--- src/cell_convergence_block_pkg.sv ---
// Constants, types and header check function for the cell convergence block
package cell_convergence_block_pkg;
  // ==========================================
  // Cell geometry
  localparam int CELL_BYTES = 53;
  localparam int HDR_BYTES = 4;
  localparam int HEC_POS = 4;
  localparam int PAY_START = 5;
  localparam int BYTE_W = 8;
  localparam int SOC_BIT = 8;
  // ==========================================
  // Payload sub-block: n 8-bit slots, 3 <= n < 36
  localparam int SLOTS_N = 12;
  // ==========================================
  // Buffering
  localparam int FIFO_W = 9;
  localparam int FIFO_DEPTH = 16;
  localparam int LVL_W = 5;
  // ==========================================
  // Scrambler and delineation
  localparam int SCR_LEN = 43;
  localparam int DELTA = 6;
  localparam int ALPHA = 7;
  // ==========================================
  // Fixed codes
  localparam logic [31:0] IDLE_HDR = 32'h0000_0001;
  localparam logic [7:0] IDLE_FILL = 8'h6A;
  localparam logic [7:0] HEC_POLY = 8'h07;
  localparam logic [7:0] HEC_COSET = 8'h55;

  typedef enum logic [1:0] {
    ST_HUNT = 2'b00,
    ST_PRESYNC = 2'b01,
    ST_SYNC = 2'b10
  } delin_t;

  // CRC-8 over all four header bytes, coset added
  function automatic logic [7:0] hec_calc(input logic [31:0] hdr);
    logic [7:0] crc;
    crc = 8'h00;
    for (int i = 31; i >= 0; i--) begin
      if (crc[7] ^ hdr[i]) begin
        crc = {crc[6:0], 1'b0} ^ HEC_POLY;
      end else begin
        crc = {crc[6:0], 1'b0};
      end
    end
    return crc ^ HEC_COSET;
  endfunction
endpackage

--- src/fifo_if.sv ---
// Valid/ready carrier between a byte source, a FIFO and its drain
`timescale 1ns/1ps
interface fifo_if #(parameter int W = 9, parameter int LW = 5);
  logic push_valid;
  logic push_ready;
  logic [W-1:0] push_data;
  logic pop_valid;
  logic pop_ready;
  logic [W-1:0] pop_data;
  logic [LW-1:0] level;
  modport store (
    input push_valid, push_data, pop_ready,
    output push_ready, pop_valid, pop_data, level
  );
  modport user (
    output push_valid, push_data, pop_ready,
    input push_ready, pop_valid, pop_data, level
  );
endinterface

--- src/cell_convergence_block.sv ---
// Cell convergence block: cell framing between the ATM layer and a clear byte channel
// ==========================================
// Summary of operation
// - Buffers and idle cells decouple ATM-layer cell rate from line rate.
// - Transmit inserts idle cells; receive drops idle cells before the ATM layer.
// - Transmit inserts header check byte; receive checks and strips it.
// - Header check covers all four header bytes.
// - Any header check mismatch is uncorrectable; no single-bit correction.
// - Payload scrambled and descrambled with self-synchronising x^43+1 scrambler.
// - Receive locates cell boundaries by header check hunting.
// - Bits go MSB first, timed by the line clock from the lower sublayer.
// - Cells cross a byte-wide start-of-cell valid/ready cell interface.
// - Byte boundaries from the cell interface are kept in the line payload.
// - Cells travel in the clear channel one whole byte at a time.
// - Cell starts need not coincide with sub-block starts.
// - Each sub-block holds n 8-bit slots, each byte MSB first.
// - Slot one starts at the first bit of the sub-block, then in order.
// - Sub-block carries n contiguous bytes, no extra bits, 3 <= n < 36.
// - The same logic serves either end of the line.
// - Lower sublayer side is logical data lines with their clocks.
// - Cells move only after the valid/ready handshake completes.
`timescale 1ns/1ps
module cell_convergence_block (
  input wire logic clk,
  input wire logic sys_rst,
  input wire logic utx_valid,
  input wire logic utx_soc,
  input wire logic [7:0] utx_data,
  output logic utx_ready,
  output logic urx_valid,
  output logic urx_soc,
  output logic [7:0] urx_data,
  input wire logic urx_ready,
  input wire logic tx_line_clk,
  input wire logic tx_sblk_start,
  output logic tx_line_data,
  input wire logic rx_line_clk,
  input wire logic rx_line_data,
  output logic cell_sync,
  output logic hec_err,
  output logic rx_drop,
  output logic tx_underrun,
  output logic tx_slip
);
  fifo_if #(.W(cell_convergence_block_pkg::FIFO_W), .LW(cell_convergence_block_pkg::LVL_W)) tq ();
  fifo_if #(.W(cell_convergence_block_pkg::FIFO_W), .LW(cell_convergence_block_pkg::LVL_W)) rq ();

  cell_fifo #(.W(cell_convergence_block_pkg::FIFO_W), .DEPTH(cell_convergence_block_pkg::FIFO_DEPTH),
    .LW(cell_convergence_block_pkg::LVL_W)) u_tx_fifo (.clk(clk), .sys_rst(sys_rst), .q(tq.store));
  cell_fifo #(.W(cell_convergence_block_pkg::FIFO_W), .DEPTH(cell_convergence_block_pkg::FIFO_DEPTH),
    .LW(cell_convergence_block_pkg::LVL_W)) u_rx_fifo (.clk(clk), .sys_rst(sys_rst), .q(rq.store));

  // ==========================================
  // Line pin synchronisers
  logic tclk_s1, tclk_s2, tclk_s3, sblk_s1, sblk_s2;
  logic rclk_s1, rclk_s2, rclk_s3, rdat_s1, rdat_s2;
  logic tclk_rise, rclk_rise;

  always_ff @(posedge clk or posedge sys_rst) begin
    if (sys_rst) begin
      {tclk_s1, tclk_s2, tclk_s3, sblk_s1, sblk_s2} <= '0;
      {rclk_s1, rclk_s2, rclk_s3, rdat_s1, rdat_s2} <= '0;
    end else begin
      tclk_s1 <= tx_line_clk;
      tclk_s2 <= tclk_s1;
      tclk_s3 <= tclk_s2;
      sblk_s1 <= tx_sblk_start;
      sblk_s2 <= sblk_s1;
      rclk_s1 <= rx_line_clk;
      rclk_s2 <= rclk_s1;
      rclk_s3 <= rclk_s2;
      rdat_s1 <= rx_line_data;
      rdat_s2 <= rdat_s1;
    end
  end

  // Edges of the logical line clocks
  assign tclk_rise = tclk_s2 && !tclk_s3;
  assign rclk_rise = rclk_s2 && !rclk_s3;

  // ==========================================
  // Transmit side
  logic utx_ready_r, utx_ready_nxt;
  logic tx_bit_r, tx_bit_nxt;
  logic [7:0] tsh_r, tsh_nxt;
  logic [2:0] tbits_r, tbits_nxt;
  logic [5:0] pos_r, pos_nxt;
  logic [5:0] slot_r, slot_nxt;
  logic asg_r, asg_nxt, pay_r, pay_nxt;
  logic [31:0] hdr_r, hdr_nxt;
  logic [cell_convergence_block_pkg::SCR_LEN-1:0] scr_r, scr_nxt;
  logic underrun_r, underrun_nxt, slip_r, slip_nxt;
  logic [7:0] cur_byte, new_byte, idle_b;
  logic asg_now, pay_now, raw_bit, load;
  logic [cell_convergence_block_pkg::LVL_W:0] lvl_after;

  assign tq.push_valid = utx_valid && utx_ready_r;
  assign tq.push_data = {utx_soc, utx_data};

  always_comb begin
    tx_bit_nxt = tx_bit_r;
    tsh_nxt = tsh_r;
    tbits_nxt = tbits_r;
    pos_nxt = pos_r;
    slot_nxt = slot_r;
    asg_nxt = asg_r;
    pay_nxt = pay_r;
    hdr_nxt = hdr_r;
    scr_nxt = scr_r;
    underrun_nxt = 1'b0;
    slip_nxt = 1'b0;
    tq.pop_ready = 1'b0;
    new_byte = cell_convergence_block_pkg::IDLE_FILL;
    asg_now = asg_r;
    cur_byte = tsh_r;
    pay_now = pay_r;
    raw_bit = 1'b0;
    load = 1'b0;
    idle_b = 8'(cell_convergence_block_pkg::IDLE_HDR >> {2'd3 - pos_r[1:0], 3'b000});
    // Ready only while a further byte surely fits
    lvl_after = {1'b0, tq.level} + (cell_convergence_block_pkg::LVL_W + 1)'(tq.push_valid);
    utx_ready_nxt = lvl_after < (cell_convergence_block_pkg::LVL_W + 1)'(cell_convergence_block_pkg::FIFO_DEPTH);
    if (tclk_rise) begin
      // Sub-block start forces slot one to begin on this bit
      load = sblk_s2 || (tbits_r == 3'd0);
      if (load) begin
        if (pos_r == 6'd0) begin
          // No cell start at the head: idle cell instead
          asg_now = tq.pop_valid && tq.pop_data[cell_convergence_block_pkg::SOC_BIT];
          // Stray mid-cell byte at a boundary is flushed to regain alignment
          tq.pop_ready = tq.pop_valid && !asg_now;
        end
        if (pos_r == 6'(cell_convergence_block_pkg::HEC_POS)) begin
          // Header check byte follows the header
          new_byte = cell_convergence_block_pkg::hec_calc(hdr_r);
        end else if (asg_now) begin
          // Cell bytes pass whole, in order
          tq.pop_ready = 1'b1;
          if (tq.pop_valid) begin
            new_byte = tq.pop_data[7:0];
          end else begin
            new_byte = 8'h00;
            underrun_nxt = 1'b1;
          end
        end else if (pos_r < 6'(cell_convergence_block_pkg::HDR_BYTES)) begin
          new_byte = idle_b;
        end
        if (pos_r < 6'(cell_convergence_block_pkg::HDR_BYTES)) begin
          hdr_nxt = {hdr_r[23:0], new_byte};
        end
        pay_now = pos_r >= 6'(cell_convergence_block_pkg::PAY_START);
        pay_nxt = pay_now;
        asg_nxt = asg_now;
        cur_byte = new_byte;
        tbits_nxt = 3'd7;
        // Cell position runs free of the sub-block position
        pos_nxt = (pos_r == 6'(cell_convergence_block_pkg::CELL_BYTES - 1)) ? 6'd0 : pos_r + 6'd1;
        slip_nxt = sblk_s2 && ((slot_r != 6'd0) || (tbits_r != 3'd0));
        if (sblk_s2 || slot_r == 6'(cell_convergence_block_pkg::SLOTS_N - 1)) begin
          slot_nxt = sblk_s2 ? 6'd1 : 6'd0;
        end else begin
          slot_nxt = slot_r + 6'd1;
        end
      end else begin
        tbits_nxt = tbits_r - 3'd1;
      end
      raw_bit = cur_byte[7];
      tsh_nxt = {cur_byte[6:0], 1'b0};
      if (pay_now) begin
        tx_bit_nxt = raw_bit ^ scr_r[cell_convergence_block_pkg::SCR_LEN-1];
        scr_nxt = {scr_r[cell_convergence_block_pkg::SCR_LEN-2:0], tx_bit_nxt};
      end else begin
        tx_bit_nxt = raw_bit;
      end
    end
  end

  always_ff @(posedge clk or posedge sys_rst) begin
    if (sys_rst) begin
      utx_ready_r <= 1'b0;
      tx_bit_r <= 1'b0;
      tsh_r <= '0;
      tbits_r <= '0;
      pos_r <= '0;
      slot_r <= '0;
      asg_r <= 1'b0;
      pay_r <= 1'b0;
      hdr_r <= '0;
      scr_r <= '0;
      underrun_r <= 1'b0;
      slip_r <= 1'b0;
    end else begin
      utx_ready_r <= utx_ready_nxt;
      tx_bit_r <= tx_bit_nxt;
      tsh_r <= tsh_nxt;
      tbits_r <= tbits_nxt;
      pos_r <= pos_nxt;
      slot_r <= slot_nxt;
      asg_r <= asg_nxt;
      pay_r <= pay_nxt;
      hdr_r <= hdr_nxt;
      scr_r <= scr_nxt;
      underrun_r <= underrun_nxt;
      slip_r <= slip_nxt;
    end
  end

  // ==========================================
  // Receive side
  cell_convergence_block_pkg::delin_t st_r, st_nxt;
  logic [39:0] win_r, win_nxt;
  logic [2:0] rbits_r, rbits_nxt;
  logic [5:0] bytec_r, bytec_nxt;
  logic [2:0] cnt_r, cnt_nxt;
  logic [cell_convergence_block_pkg::SCR_LEN-1:0] dscr_r, dscr_nxt;
  logic [7:0] pb_r, pb_nxt;
  logic dlv_r, dlv_nxt;
  logic [31:0] hcap_r, hcap_nxt;
  logic [2:0] hcnt_r, hcnt_nxt;
  logic sync_r, sync_nxt, hec_err_r, hec_err_nxt, drop_r, drop_nxt;
  logic hec_ok, dbit;

  always_comb begin
    st_nxt = st_r;
    win_nxt = win_r;
    rbits_nxt = rbits_r;
    bytec_nxt = bytec_r;
    cnt_nxt = cnt_r;
    dscr_nxt = dscr_r;
    pb_nxt = pb_r;
    dlv_nxt = dlv_r;
    hcap_nxt = hcap_r;
    hcnt_nxt = hcnt_r;
    hec_err_nxt = 1'b0;
    drop_nxt = 1'b0;
    rq.push_valid = 1'b0;
    rq.push_data = '0;
    dbit = 1'b0;
    hec_ok = 1'b0;
    if (hcnt_r != 3'd0) begin
      // Header bytes replayed one per clock after the check passes
      rq.push_valid = 1'b1;
      rq.push_data = {hcnt_r == 3'd4, 8'(hcap_r >> {hcnt_r - 3'd1, 3'b000})};
      drop_nxt = !rq.push_ready;
      hcnt_nxt = hcnt_r - 3'd1;
    end
    if (rclk_rise) begin
      win_nxt = {win_r[38:0], rdat_s2};
      // Exact match only; a mismatch is never corrected
      hec_ok = cell_convergence_block_pkg::hec_calc(win_nxt[39:8]) == win_nxt[7:0];
      if (st_r == cell_convergence_block_pkg::ST_HUNT) begin
        // Bit-by-bit hunt for a valid header
        if (hec_ok) begin
          st_nxt = cell_convergence_block_pkg::ST_PRESYNC;
          bytec_nxt = 6'(cell_convergence_block_pkg::PAY_START);
          rbits_nxt = 3'd0;
          cnt_nxt = 3'd0;
          dlv_nxt = 1'b0;
        end
      end else begin
        if (bytec_r >= 6'(cell_convergence_block_pkg::PAY_START)) begin
          // Payload descrambled with the same polynomial
          dbit = rdat_s2 ^ dscr_r[cell_convergence_block_pkg::SCR_LEN-1];
          dscr_nxt = {dscr_r[cell_convergence_block_pkg::SCR_LEN-2:0], rdat_s2};
          pb_nxt = {pb_r[6:0], dbit};
        end
        rbits_nxt = rbits_r + 3'd1;
        if (rbits_r == 3'd7) begin
          // Whole bytes from the clear channel
          bytec_nxt = (bytec_r == 6'(cell_convergence_block_pkg::CELL_BYTES - 1)) ? 6'd0 : bytec_r + 6'd1;
          if (bytec_r >= 6'(cell_convergence_block_pkg::PAY_START) && dlv_r) begin
            rq.push_valid = 1'b1;
            rq.push_data = {1'b0, pb_nxt};
            drop_nxt = !rq.push_ready;
          end
          if (bytec_r == 6'(cell_convergence_block_pkg::HEC_POS)) begin
            // Confirm or lose delineation at each header
            dlv_nxt = 1'b0;
            if (!hec_ok) begin
              hec_err_nxt = 1'b1;
              if (st_r == cell_convergence_block_pkg::ST_PRESYNC) begin
                st_nxt = cell_convergence_block_pkg::ST_HUNT;
              end else if (cnt_r == 3'(cell_convergence_block_pkg::ALPHA - 1)) begin
                st_nxt = cell_convergence_block_pkg::ST_HUNT;
              end else begin
                cnt_nxt = cnt_r + 3'd1;
              end
            end else begin
              cnt_nxt = 3'd0;
              if (st_r == cell_convergence_block_pkg::ST_PRESYNC) begin
                if (cnt_r == 3'(cell_convergence_block_pkg::DELTA - 1)) begin
                  st_nxt = cell_convergence_block_pkg::ST_SYNC;
                end else begin
                  cnt_nxt = cnt_r + 3'd1;
                end
              end
              // Idle cells never reach the ATM layer
              // Only clean headers in sync are delivered
              if (st_nxt == cell_convergence_block_pkg::ST_SYNC && win_nxt[39:8] != cell_convergence_block_pkg::IDLE_HDR) begin
                dlv_nxt = 1'b1;
                // Check byte stripped: only four header bytes kept
                hcap_nxt = win_nxt[39:8];
                hcnt_nxt = 3'd4;
              end
            end
          end
        end
      end
    end
    sync_nxt = st_nxt == cell_convergence_block_pkg::ST_SYNC;
  end

  always_ff @(posedge clk or posedge sys_rst) begin
    if (sys_rst) begin
      st_r <= cell_convergence_block_pkg::ST_HUNT;
      win_r <= '0;
      rbits_r <= '0;
      bytec_r <= '0;
      cnt_r <= '0;
      dscr_r <= '0;
      pb_r <= '0;
      dlv_r <= 1'b0;
      hcap_r <= '0;
      hcnt_r <= '0;
      sync_r <= 1'b0;
      hec_err_r <= 1'b0;
      drop_r <= 1'b0;
    end else begin
      st_r <= st_nxt;
      win_r <= win_nxt;
      rbits_r <= rbits_nxt;
      bytec_r <= bytec_nxt;
      cnt_r <= cnt_nxt;
      dscr_r <= dscr_nxt;
      pb_r <= pb_nxt;
      dlv_r <= dlv_nxt;
      hcap_r <= hcap_nxt;
      hcnt_r <= hcnt_nxt;
      sync_r <= sync_nxt;
      hec_err_r <= hec_err_nxt;
      drop_r <= drop_nxt;
    end
  end

  // ==========================================
  // Receive output register
  logic urx_valid_r, urx_valid_nxt, urx_soc_r, urx_soc_nxt;
  logic [7:0] urx_data_r, urx_data_nxt;

  always_comb begin
    // Next byte taken only once the current one is accepted
    rq.pop_ready = !urx_valid_r || urx_ready;
    urx_valid_nxt = urx_valid_r && !urx_ready;
    urx_soc_nxt = urx_soc_r;
    urx_data_nxt = urx_data_r;
    if (rq.pop_ready && rq.pop_valid) begin
      urx_valid_nxt = 1'b1;
      urx_soc_nxt = rq.pop_data[cell_convergence_block_pkg::SOC_BIT];
      urx_data_nxt = rq.pop_data[7:0];
    end
  end

  always_ff @(posedge clk or posedge sys_rst) begin
    if (sys_rst) begin
      urx_valid_r <= 1'b0;
      urx_soc_r <= 1'b0;
      urx_data_r <= '0;
    end else begin
      urx_valid_r <= urx_valid_nxt;
      urx_soc_r <= urx_soc_nxt;
      urx_data_r <= urx_data_nxt;
    end
  end

  // ==========================================
  // Outputs
  // Byte-wide cell interface towards the ATM layer
  assign utx_ready = utx_ready_r;
  assign urx_valid = urx_valid_r;
  assign urx_soc = urx_soc_r;
  assign urx_data = urx_data_r;
  // Same pins serve either end; timing follows the line clock given
  assign tx_line_data = tx_bit_r;
  assign cell_sync = sync_r;
  assign hec_err = hec_err_r;
  assign rx_drop = drop_r;
  assign tx_underrun = underrun_r;
  assign tx_slip = slip_r;
endmodule

--- src/cell_fifo.sv ---
// Parameterised synchronous FIFO with valid/ready on both sides
`timescale 1ns/1ps
module cell_fifo #(
  parameter int W = 9,
  parameter int DEPTH = 16,
  parameter int LW = 5
) (
  input wire logic clk,
  input wire logic sys_rst,
  fifo_if.store q
);
  localparam int AW = $clog2(DEPTH);
  logic [W-1:0] mem [DEPTH];
  logic [AW-1:0] wr_r, wr_nxt, rd_r, rd_nxt;
  logic [LW-1:0] cnt_r, cnt_nxt;
  logic push, pop;

  // ==========================================
  // Handshake and pointers
  assign q.push_ready = (cnt_r != LW'(DEPTH));
  assign q.pop_valid = (cnt_r != '0);
  assign q.pop_data = mem[rd_r];
  assign q.level = cnt_r;
  assign push = q.push_valid && q.push_ready;
  assign pop = q.pop_ready && q.pop_valid;

  always_comb begin
    wr_nxt = push ? wr_r + 1'b1 : wr_r;
    rd_nxt = pop ? rd_r + 1'b1 : rd_r;
    cnt_nxt = cnt_r + LW'(push) - LW'(pop);
  end

  always_ff @(posedge clk or posedge sys_rst) begin
    if (sys_rst) begin
      wr_r <= '0;
      rd_r <= '0;
      cnt_r <= '0;
    end else begin
      wr_r <= wr_nxt;
      rd_r <= rd_nxt;
      cnt_r <= cnt_nxt;
    end
  end

  // Storage needs no reset; occupancy guards every read
  always_ff @(posedge clk) begin
    if (push) begin
      mem[wr_r] <= q.push_data;
    end
  end
endmodule

--- config.mk ---
export PLATFORM = sky130hd
export DESIGN_NAME = cell_convergence_block
export DESIGN_NICKNAME = d
export VERILOG_FILES = /design/src/cell_convergence_block_pkg.sv /design/src/fifo_if.sv /design/src/cell_convergence_block.sv /design/src/cell_fifo.sv
export SDC_FILE = /design/constraint.sdc
export NUM_CORES = 1
export LEC_CHECK = 0
export ABC_CLOCK_PERIOD_IN_PS = 21700
export BUFFER_PORTS_ARGS = -buffer_cell sky130_fd_sc_hd__clkbuf_2
export CAP_MARGIN = 10
export CORE_MARGIN = 3
export CORE_UTILIZATION = 65
export CTS_CLUSTER_SIZE = 16
export DETAILED_ROUTE_END_ITERATION = 10
export PLACE_DENSITY = 0.82
export SYNTH_ARGS = -nofsm -noshare
export SYNTH_HDL_FRONTEND = slang
export SYNTH_SLANG_ARGS = --single-unit
--- constraint.sdc ---
create_clock -name clk -period 21.7 [get_ports clk]
set_input_delay 6.51 -clock clk [delete_from_list [all_inputs] [get_ports clk]]
set_output_delay 6.51 -clock clk [all_outputs]
set_load 0.01 [all_outputs]
=== Yosys cells after proc, flatten, opt, wreduce, memory -nomap -nowiden ===
Memory sizes are Yosys's and may differ from the RTL's. A register that Yosys moved wholly into a read port is not among the register bits.
Index checks and enable logic that the tools add are counted.

* Add/sub/neg operators: 17
* Multiply operators: 0
* Divide/modulo/power cells: 0
* $lt $le $gt $ge: 4
* Equality and inequality tests: 19
* Shifts and indexed selects: 2
* Mux-type cells: 288
* Bitwise gates (word level): 129
* Reductions and logical operators: 43

{| class="wikitable"
|+ Operator list
! operator !! count
|-
| 2-to-1 mux 8 bit || 135
|-
| 2-to-1 mux 3 bit || 82
|-
| NOT 3 bit || 62
|-
| bitwise XOR 1 bit || 64
|-
| 2-to-1 mux 1 bit || 45
|-
| 2-to-1 mux 9 bit || 5
|-
| 2-to-1 mux 6 bit || 6
|-
| != test 32 x 1 -> 1 bit, second input constant || 1
|-
| right shift 32 x 6 -> 8 bit || 1
|-
| 2-to-1 mux 2 bit || 15
|-
| adder 6 x 1 -> 6 bit, second input constant || 3
|-
| adder 4 x 1 -> 4 bit, second input constant || 4
|-
| logical AND 1 bit || 13
|-
| == test 3 bit, second input constant || 4
|-
| == test 6 x 3 -> 1 bit, second input constant || 2
|-
| == test 6 bit, second input constant || 2
|-
| >= comparator 6 x 3 -> 1 bit, second input constant || 2
|-
| AND reduction 6 bit || 2
|-
| adder 5 x 1 -> 5 bit || 2
|-
| != test 5 bit, second input constant || 2
|-
| nonzero test 5 bit || 2
|-
| subtractor 5 x 1 -> 5 bit || 2
|-
| AND reduction 3 bit || 3
|-
| == test 8 bit || 1
|-
| 24 further kinds || 42
|}

* Bits in registers: 283
* Latch bits: 0
* Memory bits (writable): 288
* Memory bits (read-only): 0
* Input bits: 17
* Word-level logic and storage cells: 546
* Memories kept: 2

{| class="wikitable"
|+ Memory list
! name !! depth !! width !! rd ports !! clocked after memory_dff !! wr ports !! RTL line !! source
|-
| u_rx_fifo.mem || 16 || 9 || 1 || 1 || 1 || cell_fifo.sv:13 || <nowiki>logic [W-1:0] mem [DEPTH];</nowiki>
|-
| u_tx_fifo.mem || 16 || 9 || 1 || 0 || 1 || cell_fifo.sv:13 ||
|}

=== Logic depth before layout (Yosys ltp) ===
* Depth after elaboration: 165
* Depth in mapped cells: 18
* Mapped depth without buffers: 16

=== Modules after synthesis ===
From an unflattened synthesis, not the netlist that was laid out.

* Cells, all modules: 1760
* Area, all modules: 25557.0 um2

{| class="wikitable"
|+ By module, submodules not included
! module !! times used !! cells each !! area each (um2)
|-
| cell_convergence_block || 1 || 1064 || 12832.3
|-
| cell_fifo (u_rx_fifo) || 1 || 349 || 6366.1
|-
| cell_fifo (u_tx_fifo) || 1 || 347 || 6358.6
|}

=== Worst setup path after synthesis ===
OpenSTA, ideal clock, no wires.

* Path kind: input port to flip-flop
* From: in urx_ready
* To: reg u_rx_fifo.cnt_r[4], in the netlist u_rx_fifo.q.level[4]
* Library setup time: 0.125 ns
* Arrival time: 8.479 ns
* Required time: 21.575 ns
* Path slack: 13.096 ns
* Stages: 13
* Path buffers: 1
* Path through: inv_1 > a21oi_1 > clkbuf_1 > ha_1 > inv_1 > ha_1 > inv_1 > fa_1 > inv_1 > a21oi_1 > nor2_1 > nor2_1 > xnor2_1

* Word-level cells in the longest chain between the ends: 3

{| class="wikitable"
|+ RTL lines
! element !! RTL line !! source
|-
| start, declared || cell_convergence_block.sv:33 || <nowiki>input wire logic urx_ready,</nowiki>
|-
| logical OR 1 bit || cell_convergence_block.sv:352 || <nowiki>rq.pop_ready = !urx_valid_r || urx_ready;</nowiki>
|-
| logical AND 1 bit || cell_fifo.sv:25 || <nowiki>assign pop = q.pop_ready && q.pop_valid;</nowiki>
|-
| via u_rx_fifo.pop || cell_fifo.sv:16 || <nowiki>logic push, pop;</nowiki>
|-
| subtractor 5 x 1 -> 5 bit || cell_fifo.sv:30 || <nowiki>cnt_nxt = cnt_r + LW'(push) - LW'(pop);</nowiki>
|-
| via u_rx_fifo.cnt_nxt[4] || cell_fifo.sv:15 || <nowiki>logic [LW-1:0] cnt_r, cnt_nxt;</nowiki>
|-
| end signal, assigned || cell_fifo.sv:41 || <nowiki>cnt_r <= cnt_nxt;</nowiki>
|-
| end, declared || cell_fifo.sv:15 ||
|}

The timed path passes the listed nets, and every way through them passes these cells.
A chain may end at the register's enable or synchronous reset.

=== Worst setup path after layout ===
* From: in utx_valid
* To: mem u_tx_fifo.mem[2][0] (enable)

* Word-level cells in the longest chain between the ends: 4

{| class="wikitable"
|+ RTL lines
! element !! RTL line !! source
|-
| start, declared || cell_convergence_block.sv:26 || <nowiki>input wire logic utx_valid,</nowiki>
|-
| logical AND 1 bit || cell_convergence_block.sv:97 || <nowiki>assign tq.push_valid = utx_valid && utx_ready_r;</nowiki>
|-
| logical AND 1 bit || cell_fifo.sv:24 || <nowiki>assign push = q.push_valid && q.push_ready;</nowiki>
|-
| via u_tx_fifo.push || cell_fifo.sv:16 ||
|-
| 2-to-1 mux 1 bit || cell_fifo.sv:47 || <nowiki>if (push) begin</nowiki>
|-
| 2-to-1 mux 1 bit (implied by the code) || cell_fifo.sv:48 || <nowiki>mem[wr_r] <= q.push_data;</nowiki>
|-
| end, declared || cell_fifo.sv:13 ||
|}

The timed path passes the listed nets, and every way through them passes these cells.

==> impl_metrics.tcl <==
set metrics [dict create \
    cts_tree "yes" \
    numCtsBuffers 57 \
    highest_layer "met4" \
    cts_root_buffer "clkbuf_16" \
    area_growth_pct 11.0 \
    cp-start-kind "primary input" \
    avgSynthCellArea_um2 15.3 \
    synth-compound-area-share 0.0320 \
    clock.fmax_mhz 117 \
    post-route-cell-area_um2 28000 \
    overflow 0 \
    antenna_left 0 \
    antenna_found_initial 0 \
    yosys_warnings 0 \
    m1WireLength_mm 19.8 \
    first_global_vias 13940 \
    r2r_cells 13 \
    dr_wl_met2_mm 23.9 \
    drc 0 \
    insertedDiodeCount 0 \
    finalPower_mw 3.62 \
    ys_top_cells_by_area "edfxtp_1 34%, dfrtp_1 29%, mux4_2 8.7%, mux2_2 6.0%, xnor2_1 3.1%" \
    worstMarginPinSlew_ps 1270 \
    core_um2 38000 \
    finClkSkew_ps 25.1 \
    clock_path_buffers 3 \
    htree_levels 2 \
    end_kind "flip-flop" \
    path_class "in2reg" \
    yosys.cell_types.count 61 \
    syn_inst 1656 \
    synth_ff_type "dfrtp_1" \
    totalNegativeSetupSlack_ps 0 \
    min_path_cells 0 \
    grt_usage 0.239 \
    async_reset_ff_frac 0.503 \
    insertion_delay_ps 620 \
    start_util 0.664 \
    yosys-mux-area-fraction 0.161 \
    synth_top_area_share 0.342 \
    avgViaCountPerCell 5.97 \
    peakVddDrop_mv 0.187 \
    status "finished, final reports clean" \
    drive_above_1_share 0.231 \
    post_cts_buffers 0 \
    worstPathArrival_ps 8740 \
    ys_seq_area_frac 0.631 \
    die_area_um2 41300 \
    yosys.area_share.simple 0.0647 \
    syn_area_um2 25300 \
    num_rows 71 \
    synth-edff-count 288 \
    slew_headroom 0.150 \
    crit_path_start "utx_valid" \
    clkSinkCount 579 \
    min-delay-start "rdat_s1$_DFF_PP0_" \
    synth_xor_area_frac 0.0684 \
    p_per_area_nw_per_um2 129 \
    placed_cell_area_um2 25900 \
    clkTransAtPathRegs_ps 60 \
    synth_fa_ha_area_frac 0.0244 \
    finalHoldViolCount 0 \
    fin_crit_sh 0.392 \
    ioPinCount 34 \
    leakagePower_nw 11.1 \
    vias 13483 \
    r2r-start "win_r[33]$_DFFE_PP0P_" \
    rrSetupSlack_ps 16870 \
    fp.dieH_um 203 \
    rsz0062_at_grt "no" \
    grt_max_degree 131 \
    routed_wl_mm 47.6 \
    hpwl_mm 30.5 \
    synth_seq_cells 579 \
    numPortBuffers 33 \
    initialDrtViolationCount 1050 \
    final_nets 1765 \
    place_congestion 0.856 \
    slew_viol_final 0 \
    yosysTopAreaCell "edfxtp_1" \
    hp-class "reg2reg" \
    postCtsResizedCells 0 \
    setup_viol 0 \
    die_w_um 203 \
    whs_endpoint "rdat_s2$_DFF_PP0_" \
    synth_top_family_by_area "multiplexers" \
    routed-wl-met3_mm 2.47 \
    r2r-end "hcap_r[27]$_DFFE_PP0P_" \
    drv_cap 0 \
    first_pass_iters 5 \
    post-route-util 0.737 \
    syn_nets 1721 \
    cp.required_ps 21930 \
    grt_pass1_wl_mm 77.3 \
    post-route-min-period_ps 8520 \
    crit_fanout 9 \
    routedWlPerCell_um 21.1 \
    cts_hold_buffers 0 \
]
-- flip-flops by register name (all words and copies together) (netlist names), 8 cells and up --
register / flops
u_rx_fifo.mem: 144
u_tx_fifo.mem: 144
dscr_r: 43
scr_r: 43
win_r: 39
hcap_r: 32
hdr_r: 32
urx_data: 8
-- worst max path at each step --
stage | to | slack [ps] | cells after the start
final | u_tx_fifo.mem[2][0]$_DFFE_PP_ | 13180 | 5
after global routing | u_tx_fifo.mem[2][0]$_DFFE_PP_ | 13160 | 5
after CTS | u_tx_fifo.mem[1][7]$_DFFE_PP_ | 13160 | 5
after detailed placement | u_tx_fifo.mem[1][0]$_DFFE_PP_ | 12530 | 5
after global placement | u_tx_fifo.mem[1][0]$_DFFE_PP_ | 12660 | 5
after floorplan | asg_r$_DFFE_PP0P_ | 7160 | 1
-- cell usage in the layout (no fill, tap or decap), types with 9 or more instances in the layout --
| cell type | count |
|---|---|
| and2_1 | 21 |
| nand3_1 | 10 |
| nand2_1 | 169 |
| a21oi_1 | 32 |
| xor2_1 | 43 |
| xnor3_1 | 20 |
| nand4_1 | 12 |
| dfrtp_1 | 289 |
| nand2b_1 | 16 |
| edfxtp_1 | 288 |
| clkbuf_2 | 33 |
| nor2_1 | 65 |
| mux2_2 | 134 |
| bufinv_16 | 11 |
| o22ai_1 | 9 |
| o21ai_0 | 58 |
| xnor2_1 | 90 |
| clkbuf_16 | 59 |
| inv_1 | 47 |
| mux2_1 | 27 |
| buf_4 | 21 |
| mux4_2 | 98 |
| nor3_1 | 13 |
| ha_1 | 46 |
| and3_1 | 10 |
-- critical path, stage by stage --
cell,delay (ps)
clkbuf_2,90
nand2_1,60
a41oi_1,700
nand2_1,340
nor3_1,1040
-- synthesized netlist by cell type, drive strengths merged, types with 6 or more instances --
| master | n |
|---|---|
| nor3 | 15 |
| mux4 | 98 |
| xor2 | 43 |
| nor2 | 65 |
| nand2 | 170 |
| xnor3 | 20 |
| nand3 | 10 |
| a21oi | 32 |
| clkbuf | 47 |
| and3 | 10 |
| ha | 46 |
| o21ai | 58 |
| dfrtp | 291 |
| mux2 | 161 |
| edfxtp | 288 |
| nand4 | 12 |
| nor2b | 6 |
| o22ai | 10 |
| a211oi | 6 |
| xnor2 | 94 |
| inv | 48 |
| buf | 24 |
| and2 | 24 |
| nand2b | 16 |
-- routing by layer --
layer  vias up  track usage
met4         0       0.0816
met3       102       0.0404
met1      6873        0.332
met2       376        0.393
li1       6132            -
met5         -            0
-- where the power goes --
part,internal (mW),switching (mW),leakage (nW)
registers,1.25,0.103,6.14
clock network,0.644,0.422,0.993
logic,0.590,0.616,3.99
-- cell type report --
type	count	area (um^2)
inverter	48	188
clock buffer	69	1550
fill	2288	9980
tap	511	639
multi-input combinational	958	8870
clock inverter	37	518
timing repair buffer	56	338
sequential	579	15900
-- metrics by stage --
stage	hold slack [ps]	setup WS, ps	instances
detailed placement	351	12530	2150
CTS	362	13160	2256
global placement	337	12660	2150
finish	360	13180	2258
global route	388	13160	2258
floorplan	331	7160	1656
-- kinds of logic after synthesis --
kind of cell               count (synthesis)
DFF                                      579
and+or+nand+nor                          353
muxes                                    264
xor gates and xnor gates                 159
AOI/OAI and AO/OA                        134
buffers and inverters                    119
adders and majority gates                 48
Power figures use the tool's default switching activity.
